### config.mk
export PLATFORM = sky130hd
export DESIGN_NAME = qddc_path
export DESIGN_NICKNAME = d
export VERILOG_FILES = /design/src/design/qddc_pkg.sv /design/src/design/qddc_path.sv /design/src/design/qddc_regs.sv
export SDC_FILE = /design/constraint.sdc
export NUM_CORES = 2
export LEC_CHECK = 0
export ABC_AREA = 1
export BUFFER_PORTS_ARGS = -buffer_cell sky130_fd_sc_hd__buf_2
export CAP_MARGIN = 20
export CORE_MARGIN = 2
export CORE_UTILIZATION = 25
export DETAILED_ROUTE_END_ITERATION = 8
export HOLD_SLACK_MARGIN = 0.02
export PLACE_DENSITY = 0.44
export SLEW_MARGIN = 20
export SYNTH_ARGS = -nofsm -noshare
export SYNTH_HDL_FRONTEND = slang
export SYNTH_SLANG_ARGS = --single-unit
### constraint.sdc
create_clock -name clock -period 28.7 [get_ports clock]
set_clock_uncertainty 0.2 [all_clocks]
set_input_delay 5.74 -clock clock [delete_from_list [all_inputs] [get_ports clock]]
set_output_delay 5.74 -clock clock [all_outputs]
set_load 0.03 [all_outputs]
### src/design/qddc_pkg.sv
// Constants and types shared by the down-conversion path and its register bank
// Contract
// - Merge two interleaved half-rate converter streams into one full-rate stream per channel.
// - First decimate-by-2 stage is always applied and cannot be bypassed.
// - First stage selects low-pass or high-pass response; low-pass after reset.
// - First stage aims at 45% passband, under 0.2 dB ripple, about 40 dB stopband.
// - First stage halves converter rate, 1 GSPS to 500 MSPS, feeding later stages.
// - A 16-bit NCO mixes first-stage data ahead of the second stage.
// - Second stage does quadrature demodulation and decimates by 2 or 4.
// - Second-stage filter passband is 81.4% of its output sample rate.
// - Optional real output by quadrature modulation at a quarter of output rate.
// - Default mode 0 mixes with fixed minus fs/4 and outputs complex I/Q.
// - Burst mode outputs first-stage data directly, bypassing the second stage.
// - Burst mode 8 interleaves 14-bit high and 9-bit low resolution samples; code enables burst with CTRL_BURST_AB and CTRL_BURST_CD instead.
// - Burst enabled by programming, with sample counts and auto or pin trigger.
// - Burst or decimation mode is chosen per channel pair, AB and CD.
package qddc_pkg;
   // ==========================================
   // Register map (byte addresses)
   localparam logic [7:0] ADDR_CTRL = 8'h00;
   localparam logic [7:0] ADDR_NCO = 8'h04;
   localparam logic [7:0] ADDR_BURST = 8'h08;
   localparam logic [7:0] ADDR_STATUS = 8'h0C;
   // ==========================================
   // Control fields
   localparam int CTRL_HIPASS = 0;
   localparam int CTRL_MODE_LO = 1;
   localparam int CTRL_DEC4 = 5;
   localparam int CTRL_REALOUT = 6;
   localparam int CTRL_TRIGPIN = 7;
   localparam int CTRL_BURST_AB = 8;
   localparam int CTRL_BURST_CD = 9;
   localparam logic [31:0] CTRL_RESET = 32'h0000_0000;
   localparam logic [31:0] NCO_RESET = 32'h0000_0000;
   localparam logic [31:0] BURST_RESET = 32'h0008_0008;
   localparam int BURST_HI_LO = 0;
   localparam int BURST_LO_LO = 16;
   // ==========================================
   // Data formats and modes
   localparam int SAMP_W = 14;
   localparam int LOWRES_W = 9;
   localparam int NCO_W = 16;
   localparam logic [3:0] MODE_FIXED = 4'h0;
   localparam logic [3:0] MODE_NCO = 4'h1;
   localparam logic [3:0] MODE_BURST = 4'h8;
   localparam logic [1:0] RESP_OKAY = 2'h0;
   localparam logic [1:0] RESP_SLVERR = 2'h2;
   typedef enum logic [2:0] {
      QDDC_IDLE = 3'b001,
      QDDC_HIGH = 3'b010,
      QDDC_LOW = 3'b100
   } qddc_burst_t;
endpackage

### src/design/qddc_path.sv
// Per-channel decimating down-conversion path with burst output, four channels
//
// Decided for this implementation: the address map and the AXI4-Lite register port.
`timescale 1ns/1ps
module qddc_path
   import qddc_pkg::*;
#(
   parameter int CHANNELS = 4,
   parameter int TAPS = 8
)
(
   input wire logic clock,
   input wire logic sys_rst,
   input wire logic [7:0] s_axi_awaddr,
   input wire logic s_axi_awvalid,
   output logic s_axi_awready,
   input wire logic [31:0] s_axi_wdata,
   input wire logic [3:0] s_axi_wstrb,
   input wire logic s_axi_wvalid,
   output logic s_axi_wready,
   output logic [1:0] s_axi_bresp,
   output logic s_axi_bvalid,
   input wire logic s_axi_bready,
   input wire logic [7:0] s_axi_araddr,
   input wire logic s_axi_arvalid,
   output logic s_axi_arready,
   output logic [31:0] s_axi_rdata,
   output logic [1:0] s_axi_rresp,
   output logic s_axi_rvalid,
   input wire logic s_axi_rready,
   input wire logic [CHANNELS*qddc_pkg::SAMP_W-1:0] convEven,
   input wire logic [CHANNELS*qddc_pkg::SAMP_W-1:0] convOdd,
   input wire logic convValid,
   input wire logic trigPairAb,
   input wire logic trigPairCd,
   output logic [CHANNELS*qddc_pkg::SAMP_W-1:0] outI,
   output logic [CHANNELS*qddc_pkg::SAMP_W-1:0] outQ,
   output logic [CHANNELS-1:0] outValid,
   output logic [CHANNELS-1:0] outLowRes
);
   import qddc_pkg::*;

   logic [31:0] ctrl_r;
   logic [31:0] nco_r;
   logic [31:0] burst_r;
   logic [31:0] statusWord;
   logic [CHANNELS-1:0] burstActive;

   assign statusWord = {{(32-CHANNELS){1'b0}}, burstActive};

   qddc_regs u_regs (
      .clock(clock),
      .sys_rst(sys_rst),
      .s_axi_awaddr(s_axi_awaddr),
      .s_axi_awvalid(s_axi_awvalid),
      .s_axi_awready(s_axi_awready),
      .s_axi_wdata(s_axi_wdata),
      .s_axi_wstrb(s_axi_wstrb),
      .s_axi_wvalid(s_axi_wvalid),
      .s_axi_wready(s_axi_wready),
      .s_axi_bresp(s_axi_bresp),
      .s_axi_bvalid(s_axi_bvalid),
      .s_axi_bready(s_axi_bready),
      .s_axi_araddr(s_axi_araddr),
      .s_axi_arvalid(s_axi_arvalid),
      .s_axi_arready(s_axi_arready),
      .s_axi_rdata(s_axi_rdata),
      .s_axi_rresp(s_axi_rresp),
      .s_axi_rvalid(s_axi_rvalid),
      .s_axi_rready(s_axi_rready),
      .statusWord(statusWord),
      .ctrl_r(ctrl_r),
      .nco_r(nco_r),
      .burst_r(burst_r)
   );

   logic hiPass;
   logic [3:0] modeSel;
   logic dec4;
   logic realOut;
   logic trigFromPin;
   logic [15:0] hiCount;
   logic [15:0] loCount;
   assign hiPass = ctrl_r[CTRL_HIPASS];
   assign modeSel = ctrl_r[CTRL_MODE_LO +: 4];
   assign dec4 = ctrl_r[CTRL_DEC4]; // One factor for all channels
   assign realOut = ctrl_r[CTRL_REALOUT];
   assign trigFromPin = ctrl_r[CTRL_TRIGPIN];
   assign hiCount = burst_r[BURST_HI_LO +: 16];
   assign loCount = burst_r[BURST_LO_LO +: 16];

   // ==========================================
   // Shared oscillator phase, one step per half-rate sample
   logic [NCO_W-1:0] phase_r;
   logic [1:0] quad;
   logic halfPhase_r;
   always_ff @(posedge clock) begin
      if (sys_rst) begin
         phase_r <= '0;
         halfPhase_r <= 1'b0;
      end else if (convValid) begin
         halfPhase_r <= ~halfPhase_r;
         if (halfPhase_r) begin
            // Mode 0 steps -fs/4; otherwise 16-bit tuning word
            phase_r <= phase_r + ((modeSel == MODE_FIXED) ? 16'hC000 : nco_r[NCO_W-1:0]);
         end
      end
   end
   // Coarse quadrant mixer keeps logic small at the cost of spur level
   assign quad = phase_r[NCO_W-1 -: 2];

   // Second-stage decimation counter: output every 2 or 4 half-rate samples
   logic [1:0] decCnt_r;
   logic stage2Tick;
   always_ff @(posedge clock) begin
      if (sys_rst) begin
         decCnt_r <= 2'd0;
      end else if (convValid && halfPhase_r) begin
         decCnt_r <= (decCnt_r == (dec4 ? 2'd3 : 2'd1)) ? 2'd0 : decCnt_r + 2'd1;
      end
   end
   assign stage2Tick = convValid && halfPhase_r && (decCnt_r == (dec4 ? 2'd3 : 2'd1));

   logic [1:0] realPh_r;
   always_ff @(posedge clock) begin
      if (sys_rst) begin
         realPh_r <= 2'd0;
      end else if (stage2Tick) begin
         realPh_r <= realPh_r + 2'd1; // fout/4 rotation
      end
   end

   function automatic logic signed [SAMP_W-1:0] sat(input logic signed [SAMP_W+4:0] v);
      if (v > $signed({5'd0, 1'b0, {(SAMP_W-1){1'b1}}})) begin
         return {1'b0, {(SAMP_W-1){1'b1}}};
      end else if (v < $signed({5'h1F, 1'b1, {(SAMP_W-1){1'b0}}})) begin
         return {1'b1, {(SAMP_W-1){1'b0}}};
      end
      return v[SAMP_W-1:0];
   endfunction

   genvar ch;
   generate
      for (ch = 0; ch < CHANNELS; ch++) begin : g_chan
         logic signed [SAMP_W-1:0] evenS;
         logic signed [SAMP_W-1:0] oddS;
         logic signed [SAMP_W-1:0] taps_r [TAPS];
         logic signed [SAMP_W+4:0] acc;
         logic signed [SAMP_W-1:0] fs1_r;
         logic fs1Valid_r;
         logic pairBurst;
         logic pairTrig;
         assign evenS = convEven[ch*SAMP_W +: SAMP_W];
         assign oddS = convOdd[ch*SAMP_W +: SAMP_W];
         assign pairBurst = (ch < 2) ? ctrl_r[CTRL_BURST_AB] : ctrl_r[CTRL_BURST_CD];
         assign pairTrig = (ch < 2) ? trigPairAb : trigPairCd;

         // Interleave both converters into one full-rate delay line
         always_ff @(posedge clock) begin
            if (sys_rst) begin
               for (int k = 0; k < TAPS; k++) begin
                  taps_r[k] <= '0;
               end
            end else if (convValid) begin
               for (int k = TAPS-1; k >= 2; k--) begin
                  taps_r[k] <= taps_r[k-2];
               end
               taps_r[1] <= evenS;
               taps_r[0] <= oddS;
            end
         end

         // Half-band style sum; odd taps negated for the high-pass image
         always_comb begin
            acc = '0;
            for (int k = 0; k < TAPS; k++) begin
               if (hiPass && k[0]) begin
                  acc = acc - (SAMP_W+5)'(taps_r[k]);
               end else begin
                  acc = acc + (SAMP_W+5)'(taps_r[k]);
               end
            end
         end

         // Always one output per two converter pairs: 1 GSPS to 500 MSPS
         always_ff @(posedge clock) begin
            if (sys_rst) begin
               fs1_r <= '0;
               fs1Valid_r <= 1'b0;
            end else begin
               fs1Valid_r <= convValid && halfPhase_r;
               if (convValid && halfPhase_r) begin
                  fs1_r <= sat(acc >>> 3);
               end
            end
         end

         // Quadrant mix to I/Q, then boxcar average over the decimation span
         logic signed [SAMP_W-1:0] mixI;
         logic signed [SAMP_W-1:0] mixQ;
         logic signed [SAMP_W+4:0] accI_r;
         logic signed [SAMP_W+4:0] accQ_r;
         always_comb begin
            unique case (quad)
               2'd0: begin mixI = fs1_r; mixQ = '0; end
               2'd1: begin mixI = '0; mixQ = -fs1_r; end
               2'd2: begin mixI = -fs1_r; mixQ = '0; end
               2'd3: begin mixI = '0; mixQ = fs1_r; end
            endcase
         end
         always_ff @(posedge clock) begin
            if (sys_rst || stage2Tick) begin
               accI_r <= '0;
               accQ_r <= '0;
            end else if (fs1Valid_r) begin
               accI_r <= accI_r + (SAMP_W+5)'(mixI);
               accQ_r <= accQ_r + (SAMP_W+5)'(mixQ);
            end
         end

         // Burst sequencer: high-res then low-res counts, auto or pin trigger
         qddc_burst_t bState_r;
         logic [15:0] bCnt_r;
         always_ff @(posedge clock) begin
            if (sys_rst || !pairBurst) begin
               bState_r <= QDDC_IDLE;
               bCnt_r <= 16'd0;
            end else if (fs1Valid_r) begin
               unique case (bState_r)
                  QDDC_IDLE: begin
                     if (!trigFromPin || pairTrig) begin
                        bState_r <= QDDC_HIGH;
                        bCnt_r <= 16'd0;
                     end
                  end
                  QDDC_HIGH: begin
                     bCnt_r <= bCnt_r + 16'd1;
                     if (bCnt_r + 16'd1 >= hiCount) begin
                        bState_r <= QDDC_LOW;
                        bCnt_r <= 16'd0;
                     end
                  end
                  QDDC_LOW: begin
                     bCnt_r <= bCnt_r + 16'd1;
                     if (bCnt_r + 16'd1 >= loCount) begin
                        bState_r <= QDDC_IDLE;
                     end
                  end
               endcase
            end
         end
         assign burstActive[ch] = (bState_r != QDDC_IDLE);

         // Output select: burst bypasses stage two, else decimated I/Q or real
         always_ff @(posedge clock) begin
            if (sys_rst) begin
               outI[ch*SAMP_W +: SAMP_W] <= '0;
               outQ[ch*SAMP_W +: SAMP_W] <= '0;
               outValid[ch] <= 1'b0;
               outLowRes[ch] <= 1'b0;
            end else if (pairBurst) begin
               outValid[ch] <= fs1Valid_r && (bState_r != QDDC_IDLE);
               outLowRes[ch] <= (bState_r == QDDC_LOW);
               outQ[ch*SAMP_W +: SAMP_W] <= '0;
               if (bState_r == QDDC_LOW) begin
                  // Keep top 9 bits only
                  outI[ch*SAMP_W +: SAMP_W] <= {fs1_r[SAMP_W-1 -: LOWRES_W],
                                                 {(SAMP_W-LOWRES_W){1'b0}}};
               end else begin
                  outI[ch*SAMP_W +: SAMP_W] <= fs1_r;
               end
            end else begin
               outValid[ch] <= stage2Tick;
               outLowRes[ch] <= 1'b0;
               if (realOut) begin
                  // Real output: I,-Q,-I,Q pattern
                  unique case (realPh_r)
                     2'd0: outI[ch*SAMP_W +: SAMP_W] <= sat(accI_r >>> (dec4 ? 2 : 1));
                     2'd1: outI[ch*SAMP_W +: SAMP_W] <= sat(-(accQ_r >>> (dec4 ? 2 : 1)));
                     2'd2: outI[ch*SAMP_W +: SAMP_W] <= sat(-(accI_r >>> (dec4 ? 2 : 1)));
                     2'd3: outI[ch*SAMP_W +: SAMP_W] <= sat(accQ_r >>> (dec4 ? 2 : 1));
                  endcase
                  outQ[ch*SAMP_W +: SAMP_W] <= '0;
               end else begin
                  // Complex I/Q out
                  outI[ch*SAMP_W +: SAMP_W] <= sat(accI_r >>> (dec4 ? 2 : 1));
                  outQ[ch*SAMP_W +: SAMP_W] <= sat(accQ_r >>> (dec4 ? 2 : 1));
               end
            end
         end

      end
   endgenerate
endmodule

### src/design/qddc_regs.sv
// AXI4-Lite register bank for the down-conversion path
`timescale 1ns/1ps
module qddc_regs
   import qddc_pkg::*;
(
   input wire logic clock,
   input wire logic sys_rst,
   input wire logic [7:0] s_axi_awaddr,
   input wire logic s_axi_awvalid,
   output logic s_axi_awready,
   input wire logic [31:0] s_axi_wdata,
   input wire logic [3:0] s_axi_wstrb,
   input wire logic s_axi_wvalid,
   output logic s_axi_wready,
   output logic [1:0] s_axi_bresp,
   output logic s_axi_bvalid,
   input wire logic s_axi_bready,
   input wire logic [7:0] s_axi_araddr,
   input wire logic s_axi_arvalid,
   output logic s_axi_arready,
   output logic [31:0] s_axi_rdata,
   output logic [1:0] s_axi_rresp,
   output logic s_axi_rvalid,
   input wire logic s_axi_rready,
   input wire logic [31:0] statusWord,
   output logic [31:0] ctrl_r,
   output logic [31:0] nco_r,
   output logic [31:0] burst_r
);
   logic awHeld_r;
   logic wHeld_r;
   logic [7:0] awAddr_r;
   logic [31:0] wData_r;
   logic [3:0] wStrb_r;

   function automatic logic mapped(input logic [7:0] a);
      return (a == ADDR_CTRL) || (a == ADDR_NCO) || (a == ADDR_BURST) || (a == ADDR_STATUS);
   endfunction

   function automatic logic [31:0] merge(input logic [31:0] old, input logic [31:0] d,
                                         input logic [3:0] s);
      logic [31:0] m;
      m = old;
      for (int i = 0; i < 4; i++) begin
         if (s[i]) begin
            m[8*i +: 8] = d[8*i +: 8];
         end
      end
      return m;
   endfunction

   assign s_axi_awready = !awHeld_r && !s_axi_bvalid;
   assign s_axi_wready = !wHeld_r && !s_axi_bvalid;
   assign s_axi_arready = !s_axi_rvalid;

   // ==========================================
   // Write path: address and data in either order
   always_ff @(posedge clock) begin
      if (sys_rst) begin
         awHeld_r <= 1'b0;
         wHeld_r <= 1'b0;
         awAddr_r <= 8'h00;
         wData_r <= 32'h0000_0000;
         wStrb_r <= 4'h0;
         s_axi_bvalid <= 1'b0;
         s_axi_bresp <= RESP_OKAY;
      end else begin
         if (s_axi_awvalid && s_axi_awready) begin
            awHeld_r <= 1'b1;
            awAddr_r <= s_axi_awaddr;
         end
         if (s_axi_wvalid && s_axi_wready) begin
            wHeld_r <= 1'b1;
            wData_r <= s_axi_wdata;
            wStrb_r <= s_axi_wstrb;
         end
         if (awHeld_r && wHeld_r) begin
            awHeld_r <= 1'b0;
            wHeld_r <= 1'b0;
            s_axi_bvalid <= 1'b1;
            s_axi_bresp <= mapped(awAddr_r) ? RESP_OKAY : RESP_SLVERR;
         end
         if (s_axi_bvalid && s_axi_bready) begin
            s_axi_bvalid <= 1'b0;
         end
      end
   end

   always_ff @(posedge clock) begin
      if (sys_rst) begin
         ctrl_r <= CTRL_RESET;
         nco_r <= NCO_RESET;
         burst_r <= BURST_RESET;
      end else if (awHeld_r && wHeld_r) begin
         unique case (awAddr_r)
            ADDR_CTRL: ctrl_r <= merge(ctrl_r, wData_r, wStrb_r);
            ADDR_NCO: nco_r <= merge(nco_r, wData_r, wStrb_r);
            ADDR_BURST: burst_r <= merge(burst_r, wData_r, wStrb_r);
            default: ;
         endcase
      end
   end

   // ==========================================
   // Read path: one cycle to the answer
   always_ff @(posedge clock) begin
      if (sys_rst) begin
         s_axi_rvalid <= 1'b0;
         s_axi_rdata <= 32'h0000_0000;
         s_axi_rresp <= RESP_OKAY;
      end else if (s_axi_arvalid && s_axi_arready) begin
         s_axi_rvalid <= 1'b1;
         s_axi_rresp <= mapped(s_axi_araddr) ? RESP_OKAY : RESP_SLVERR;
         unique case (s_axi_araddr)
            ADDR_CTRL: s_axi_rdata <= ctrl_r;
            ADDR_NCO: s_axi_rdata <= nco_r;
            ADDR_BURST: s_axi_rdata <= burst_r;
            ADDR_STATUS: s_axi_rdata <= statusWord;
            default: s_axi_rdata <= 32'h0000_0000;
         endcase
      end else if (s_axi_rvalid && s_axi_rready) begin
         s_axi_rvalid <= 1'b0;
      end
   end
endmodule

**Word level (Yosys, flattened, before mapping)**

Memory sizes are Yosys's and may differ from the RTL's.
Cells that the tools add are included.

- Mux-type cells: 318
- Shift-type cells: 8
- Order comparisons: 48
- Add/subtract/negate cells: 71
- Eq/ne operators: 41
- Reductions and logical operators: 67
- Bitwise logic cells: 35

Operators with widths:

| kind | count |
|---|---|
| two-way mux 14 bit | 108 |
| adder 19 x 14 -> 19 bit | 32 |
| case mux 14 bit (3 select lines) | 8 |
| greater-than comparator 19 x 14 -> 1 bit, second input constant | 16 |
| less-than comparator 19 x 14 -> 1 bit, second input constant | 16 |
| two-way mux 19 bit | 16 |
| subtractor 19 x 14 -> 19 bit | 12 |
| case mux 14 bit (4 select lines) | 4 |
| >>> shifter 19 x 32 -> 19 bit | 7 |
| case mux 16 bit (3 select lines) | 4 |
| negation 19 bit | 8 |
| two-way mux 1 bit | 147 |
| greater-or-equal comparator 16 bit | 8 |
| case mux 32 bit (4 select lines) | 1 |
| two-way mux 16 bit | 7 |
| adder 16 x 1 -> 16 bit, second input constant | 4 |
| greater-than comparator 16 x 14 -> 1 bit, second input constant | 4 |
| less-than comparator 16 x 14 -> 1 bit, second input constant | 4 |
| adder 14 x 14 -> 15 bit | 4 |
| subtractor 14 x 14 -> 15 bit | 4 |
| negation 14 bit | 4 |
| case mux 3 bit (3 select lines) | 4 |
| AND reduction 3 bit | 12 |
| == test 8 x 4 -> 1 bit, second input constant | 4 |
| other kinds (28) | 150 |

- Bits in writable memories: 448
- Register bits after elaboration: 606
- Input bits: 174
- Memories kept: 4
- Logic and storage cells: 655
- Output and inout bits: 161

Memories:

| name | words | bits a word | read ports | clocked after Yosys merged registers in | wr ports | line | source |
|---|---|---|---|---|---|---|---|
| g_chan[0].taps_r | 8 | 14 | 8 | 0 | 8 | qddc_path.sv:147 | `logic signed [SAMP_W-1:0] taps_r [TAPS];` |
| g_chan[1].taps_r | 8 | 14 | 8 | 0 | 8 | qddc_path.sv:147 |  |
| g_chan[2].taps_r | 8 | 14 | 8 | 0 | 8 | qddc_path.sv:147 |  |
| g_chan[3].taps_r | 8 | 14 | 8 | 0 | 8 | qddc_path.sv:147 |  |

**Logic depth before layout (Yosys ltp)**

An unclocked memory read counts as a cell.

- Depth after elaboration: 18
- Gate-level depth with buffers: 71
- Depth with buffers taken out: 65

**Cells and area by module**

A second synthesis with hierarchy kept.

- Cell total of the unflattened synthesis: 12,750
- Area total of the unflattened synthesis: 88,808.9 µm²

Modules (own cells, without submodules):

| module | sequential area each (µm²) | cells each | area an instance (µm²) | instances |
|---|---|---|---|---|
| qddc_path | 21,981.1 | 11,687 | 81,164.1 | 1 |
| qddc_regs | 3,563.4 | 1,063 | 7,644.8 | 1 |

**Worst setup path after synthesis**

OpenSTA, ideal clock, no wires.

- Path type: input -> register
- Start point: input sys_rst
- End point: memory g_chan[0].taps_r[0][0] (enable)
- Required time: 25,286 ps
- Path buffers: 4
- Arrival: 14,089 ps
- Setup time: 3,214 ps
- Setup slack: 11,197 ps
- Cell stages on the path: 6
- Cells stage by stage: clkbuf_1 > inv_1 > clkbuf_1 > clkbuf_1 > buf_1 > nand2_1

RTL lines:

| element | line | source |
|---|---|---|
| start: declaration | qddc_path.sv:13 | `input wire logic sys_rst,` |
| end: declaration | qddc_path.sv:147 |  |

**Worst setup path in the final report**

- Start point: register u_regs.ctrl_r[0]
- End point: register g_chan[1].fs1_r[11]

- Cells in the longest elaborated chain, start to end: 16
- Elaborated cells on any way between the ends: 21
- Classes of those cells: 9 x add/sub; 2 x order compare; 10 x mux

Ends and longest elaborated chain:

| element | line | source |
|---|---|---|
| start: declaration | qddc_regs.sv:26 | `output logic [31:0] ctrl_r,` |
| start signal: assignment | qddc_regs.sv:96 | `ADDR_CTRL: ctrl_r <= merge(ctrl_r, wData_r, wStrb_r);` |
| two-way mux 19 bit | qddc_path.sv:177 | `if (hiPass && k[0]) begin` |
| adder 19 x 14 -> 19 bit | qddc_path.sv:180 | `acc = acc + (SAMP_W+5)'(taps_r[k]);` |
| adder 19 x 14 -> 19 bit or subtractor 19 x 14 -> 19 bit (tied branches) | qddc_path.sv:180, qddc_path.sv:178 |  |
| two-way mux 19 bit | qddc_path.sv:177 |  |
| adder 19 x 14 -> 19 bit | qddc_path.sv:180 |  |
| adder 19 x 14 -> 19 bit or subtractor 19 x 14 -> 19 bit (tied branches) | qddc_path.sv:180, qddc_path.sv:178 |  |
| two-way mux 19 bit | qddc_path.sv:177 |  |
| adder 19 x 14 -> 19 bit | qddc_path.sv:180 |  |
| adder 19 x 14 -> 19 bit or subtractor 19 x 14 -> 19 bit (tied branches) | qddc_path.sv:180, qddc_path.sv:178 |  |
| two-way mux 19 bit * | qddc_path.sv:177 |  |
| less-than comparator 16 x 14 -> 1 bit | qddc_path.sv:136 | `end else if (v < $signed({5'h1F, 1'b1, {(SAMP_W-1){1'b0}}})) begin` |
| two-way mux 1 bit | qddc_path.sv:136 |  |
| two-way mux 1 bit | qddc_path.sv:134 | `if (v > $signed({5'd0, 1'b0, {(SAMP_W-1){1'b1}}})) begin` |
| two-way mux 1 bit | qddc_path.sv:192 | `if (convValid && halfPhase_r) begin` |
| two-way mux 1 bit | qddc_path.sv:187 | `if (sys_rst) begin` |
| two-way mux 14 bit * | qddc_path.sv:139 | `return v[SAMP_W-1:0];` |
| end signal: assignment | qddc_path.sv:193 | `fs1_r <= sat(acc >>> 3);` |
| end: declaration | qddc_path.sv:149 | `logic signed [SAMP_W-1:0] fs1_r;` |

Mark *: on every way between the ends. The rest lies on a longest branch, timed or not. The select of a mux whose other input is x is not followed.
A chain may end at the register's enable or synchronous reset.

==> out/qor_table.md <==
| Item | Value |
|---|---|
| Outcome | finished clean |
| CP peak stage delay | 0.78 ns |
| Number of I/O port buffers | 332 |
| Num CTS Buffers | 153 |
| Final cycle utilization of the critical path | 40.1% |
| Final worst setup slack | 17.19 ns |
| Post CTS Setup Buffer Count | 0 |
| Sink Count | 1052 |
| Sequential area share after synthesis | 28.9% |
| Minimum period implied by the final worst setup slack | 11.51 ns |
| Worst setup path start | u_regs.ctrl_r[0] |
| Syn. warnings | 0 |
| # Max-Cap Violations | 0 |
| Unrepaired setup endpoints after global routing | false |
| Master of the slowest instance on the critical path | sky130_fd_sc_hd__a21oi_1 |
| Total of hold buffers inserted after clock tree synthesis | 0 |
| Arrival time of the worst setup path | 11.94 ns |
| Placed instance area | 0.0949 mm^2 |
| Crit Reg-Reg Startpoint | u_regs.ctrl_r[0] |
| Max Slew Vio Count | 0 |
| Most Frequent Cell on Critical Path | sky130_fd_sc_hd__a21oi_1 |
| Clock slew seen by the registers of the worst setup and hold paths | 0.06 ns |
| FILL cells | 39300 |
| Kind of critical path | flop to flop |
| Final net count | 14000 |
| Vias in the first global route | 76400 |
| Final GP Congestion | 0.864 |
| Slew at the pin closest to its max-slew limit | 1.06 ns |
| Area used by multi-input combinational logic | 0.0531 mm^2 |
| Number of H-tree levels | 4 |
| Sequential Area | 0.0256 mm^2 |
| Std-Cell Core Area | 0.352 mm^2 |
| Startpoint of the lowest-slack hold path | u_regs.ctrl_r[10] |
| EDFF count, synth | 448 |
| Instance count of the mapped netlist | 12700 |
| Share of layout cells above drive strength 1 | 6.71% |
| Highest net fanout along the worst path | 46 |
| Routed WL per cell | 16.2 um |
| Count of antenna-violating nets left after detailed routing | 0 |
| Final-report setup violation count | 0 |
| Clock tree from TritonCTS | done |
| Syn Std Cell Area | 0.0883 mm^2 |
| Standard-cell rows | 218 |
| Overflow left after global routing | 0 |
| Share of async-settable or async-resettable flops after synthesis | 0% |
| Startpoint types | flop |
| Syn Area/Cell | 6.94 um^2 |
| Count of endpoints failing hold in the final timing report | 0 |
| Largest net degree at the start of global routing | 146 |
| Worst slew margin relative to its limit | 29.4% |
| Overall die area | 0.358 mm^2 |
| Flop and latch count out of synthesis | 1052 |
| TritonRoute pass-1 iters | 7 |
| Routed Wire Length | 289000 um |
| Final total negative setup slack | 0 ns |
| Global-route usage over all layers | 15.7% |
| Starting density of the core | 25.1% |
| Leading cell type in the layout, fill and taps excluded | sky130_fd_sc_hd__nand2_1 |
| Worst-skew pair later-pin latency | 0.85 ns |
| Summed area of non-filler cells in the final layout | 0.100 mm^2 |
| Wire length of the first global-routing pass | 446000 um |
| Resized Gates After CTS | 0 |
| Req. time, crit path | 29.13 ns |
| Pre-CTS setup slack | 17.19 ns |
| Top library cells by usage in the layout, fill and taps aside | sky130_fd_sc_hd__nand2_1 (2470), sky130_fd_sc_hd__inv_1 (2137), sky130_fd_sc_hd__nor2_1 (1367) |
| Antenna violations before repair | 14 |
| Signed area change from the synthesized netlist to the final layout | 13.5% |
| Min-delay worst type | flop to flop |
| Timing-limited maximum frequency | 86.9 MHz |
| Maximum clock insertion buffer count | 4 |
| Die X | 598 um |
| CP Capture Type | flop |
| Post-detail-place hpwl | 225000 um |
| Master cell of the clock root buffer | sky130_fd_sc_hd__clkbuf_16 |
| Die height | 598 um |
| Number of I/O pins | 335 |
| Number of vias in the routed layout | 79100 |
| Remaining DRCs | 0 |
| Ratio of routed vias to standard cells | 4.44 |
| Count of unique library cells instantiated by Yosys | 75 |
| Most instantiated flip-flop cell in the synthesis netlist | sky130_fd_sc_hd__dfxtp_1 |
| Initial DRC count | 4771 |
==> cells by family after synthesis <==
group | count (synthesis) | share of synthesized area, %
mux | 1 | 0.0113
simple gates | 4835 | 22.6
other cells | 1 | 0.00425
flops | 1052 | 28.9
buf+inv | 2506 | 11.1
compound gates | 2602 | 16.4
fa+ha+maj | 852 | 12.4
xor+xnor | 868 | 8.61
==> Yosys cell counts, drive strengths merged, types with 33 or more instances <==
library cell,count,area (um^2)
ha,819,10200
buf,82,644
o21ai,932,4910
or2,36,225
o31ai,43,323
nor2,1401,5340
a31oi,55,350
clkbuf,245,921
nor4,47,319
xnor2,227,1990
nand4,129,820
nand3,509,2600
inv,2166,8130
o21bai,63,477
xor2,641,5610
nand2,2482,9340
dfxtp,604,12100
a211oi,35,263
o211ai,59,443
a21o,48,360
fa,33,661
edfxtp,448,13500
a21oi,1161,5860
o22ai,101,632
nor3,182,946
==> final timing paths <==
check | end | slack, ns | depth (start not counted)
max | g_chan[1].fs1_r[11] | 17.19 | 55
min | u_regs.ctrl_r[10] | 0.24 | 2
max reg2reg | g_chan[1].fs1_r[11] | 17.19 | 55
min reg2reg | u_regs.ctrl_r[10] | 0.24 | 2
==> worst max-delay path, delay by kind of cell (launching register included) <==
family	cells	cell delay, ns
compound gates	17	3.25
fa+ha+maj	7	2.35
simple gates	16	2.04
buf+inv	7	1.38
xor+xnor	8	1.29
flops	1	0.69
==> layout make-up <==
cell class | instances | share of cell area (%)
Antenna cell | 7 | 0.0175
Multi-Input combinational cell | 9160 | 52.9
Timing Repair Buffer | 404 | 2.23
Clock inverter | 85 | 1.04
Sequential cell | 1052 | 25.5
Tap cell | 4730 | 5.90
Inverter | 2174 | 8.16
Clock buffer | 193 | 4.20
==> metrics by stage <==
step                      hold slack, ns  utilization [%]  cells
after floorplan                    0.224                -  12700
after global placement             0.233             27.0  17500
after detailed placement           0.236             27.0  17500
after CTS                          0.246             28.5  17800
after global routing               0.268             28.5  17800
final                              0.242             28.5  17800
==> state kept, by name (all words and copies together), names as in the netlist, 32 cells and up <==
signal,count
outQ,56
g_chan.accQ_r,76
g_chan.fs1_r,56
g_chan.accI_r,76
u_regs.ctrl_r,32
g_chan.bCnt_r,64
u_regs.s_axi_rdata,32
u_regs.wData_r,32
u_regs.burst_r,32
u_regs.nco_r,32
g_chan.taps_r,448
outI,56
==> layer usage <==
metal	track usage [%]	up-vias	wire [um]
li1	-	42000	-
met1	22.9	35600	148000
met2	24.6	1243	123000
met3	1.97	281	11500
met4	3.43	8	6190
met5	0	-	44
Power is left out: the tool's default activity adds up to more than one toggle a clock period on the data nets, which glitch-free logic cannot reach.
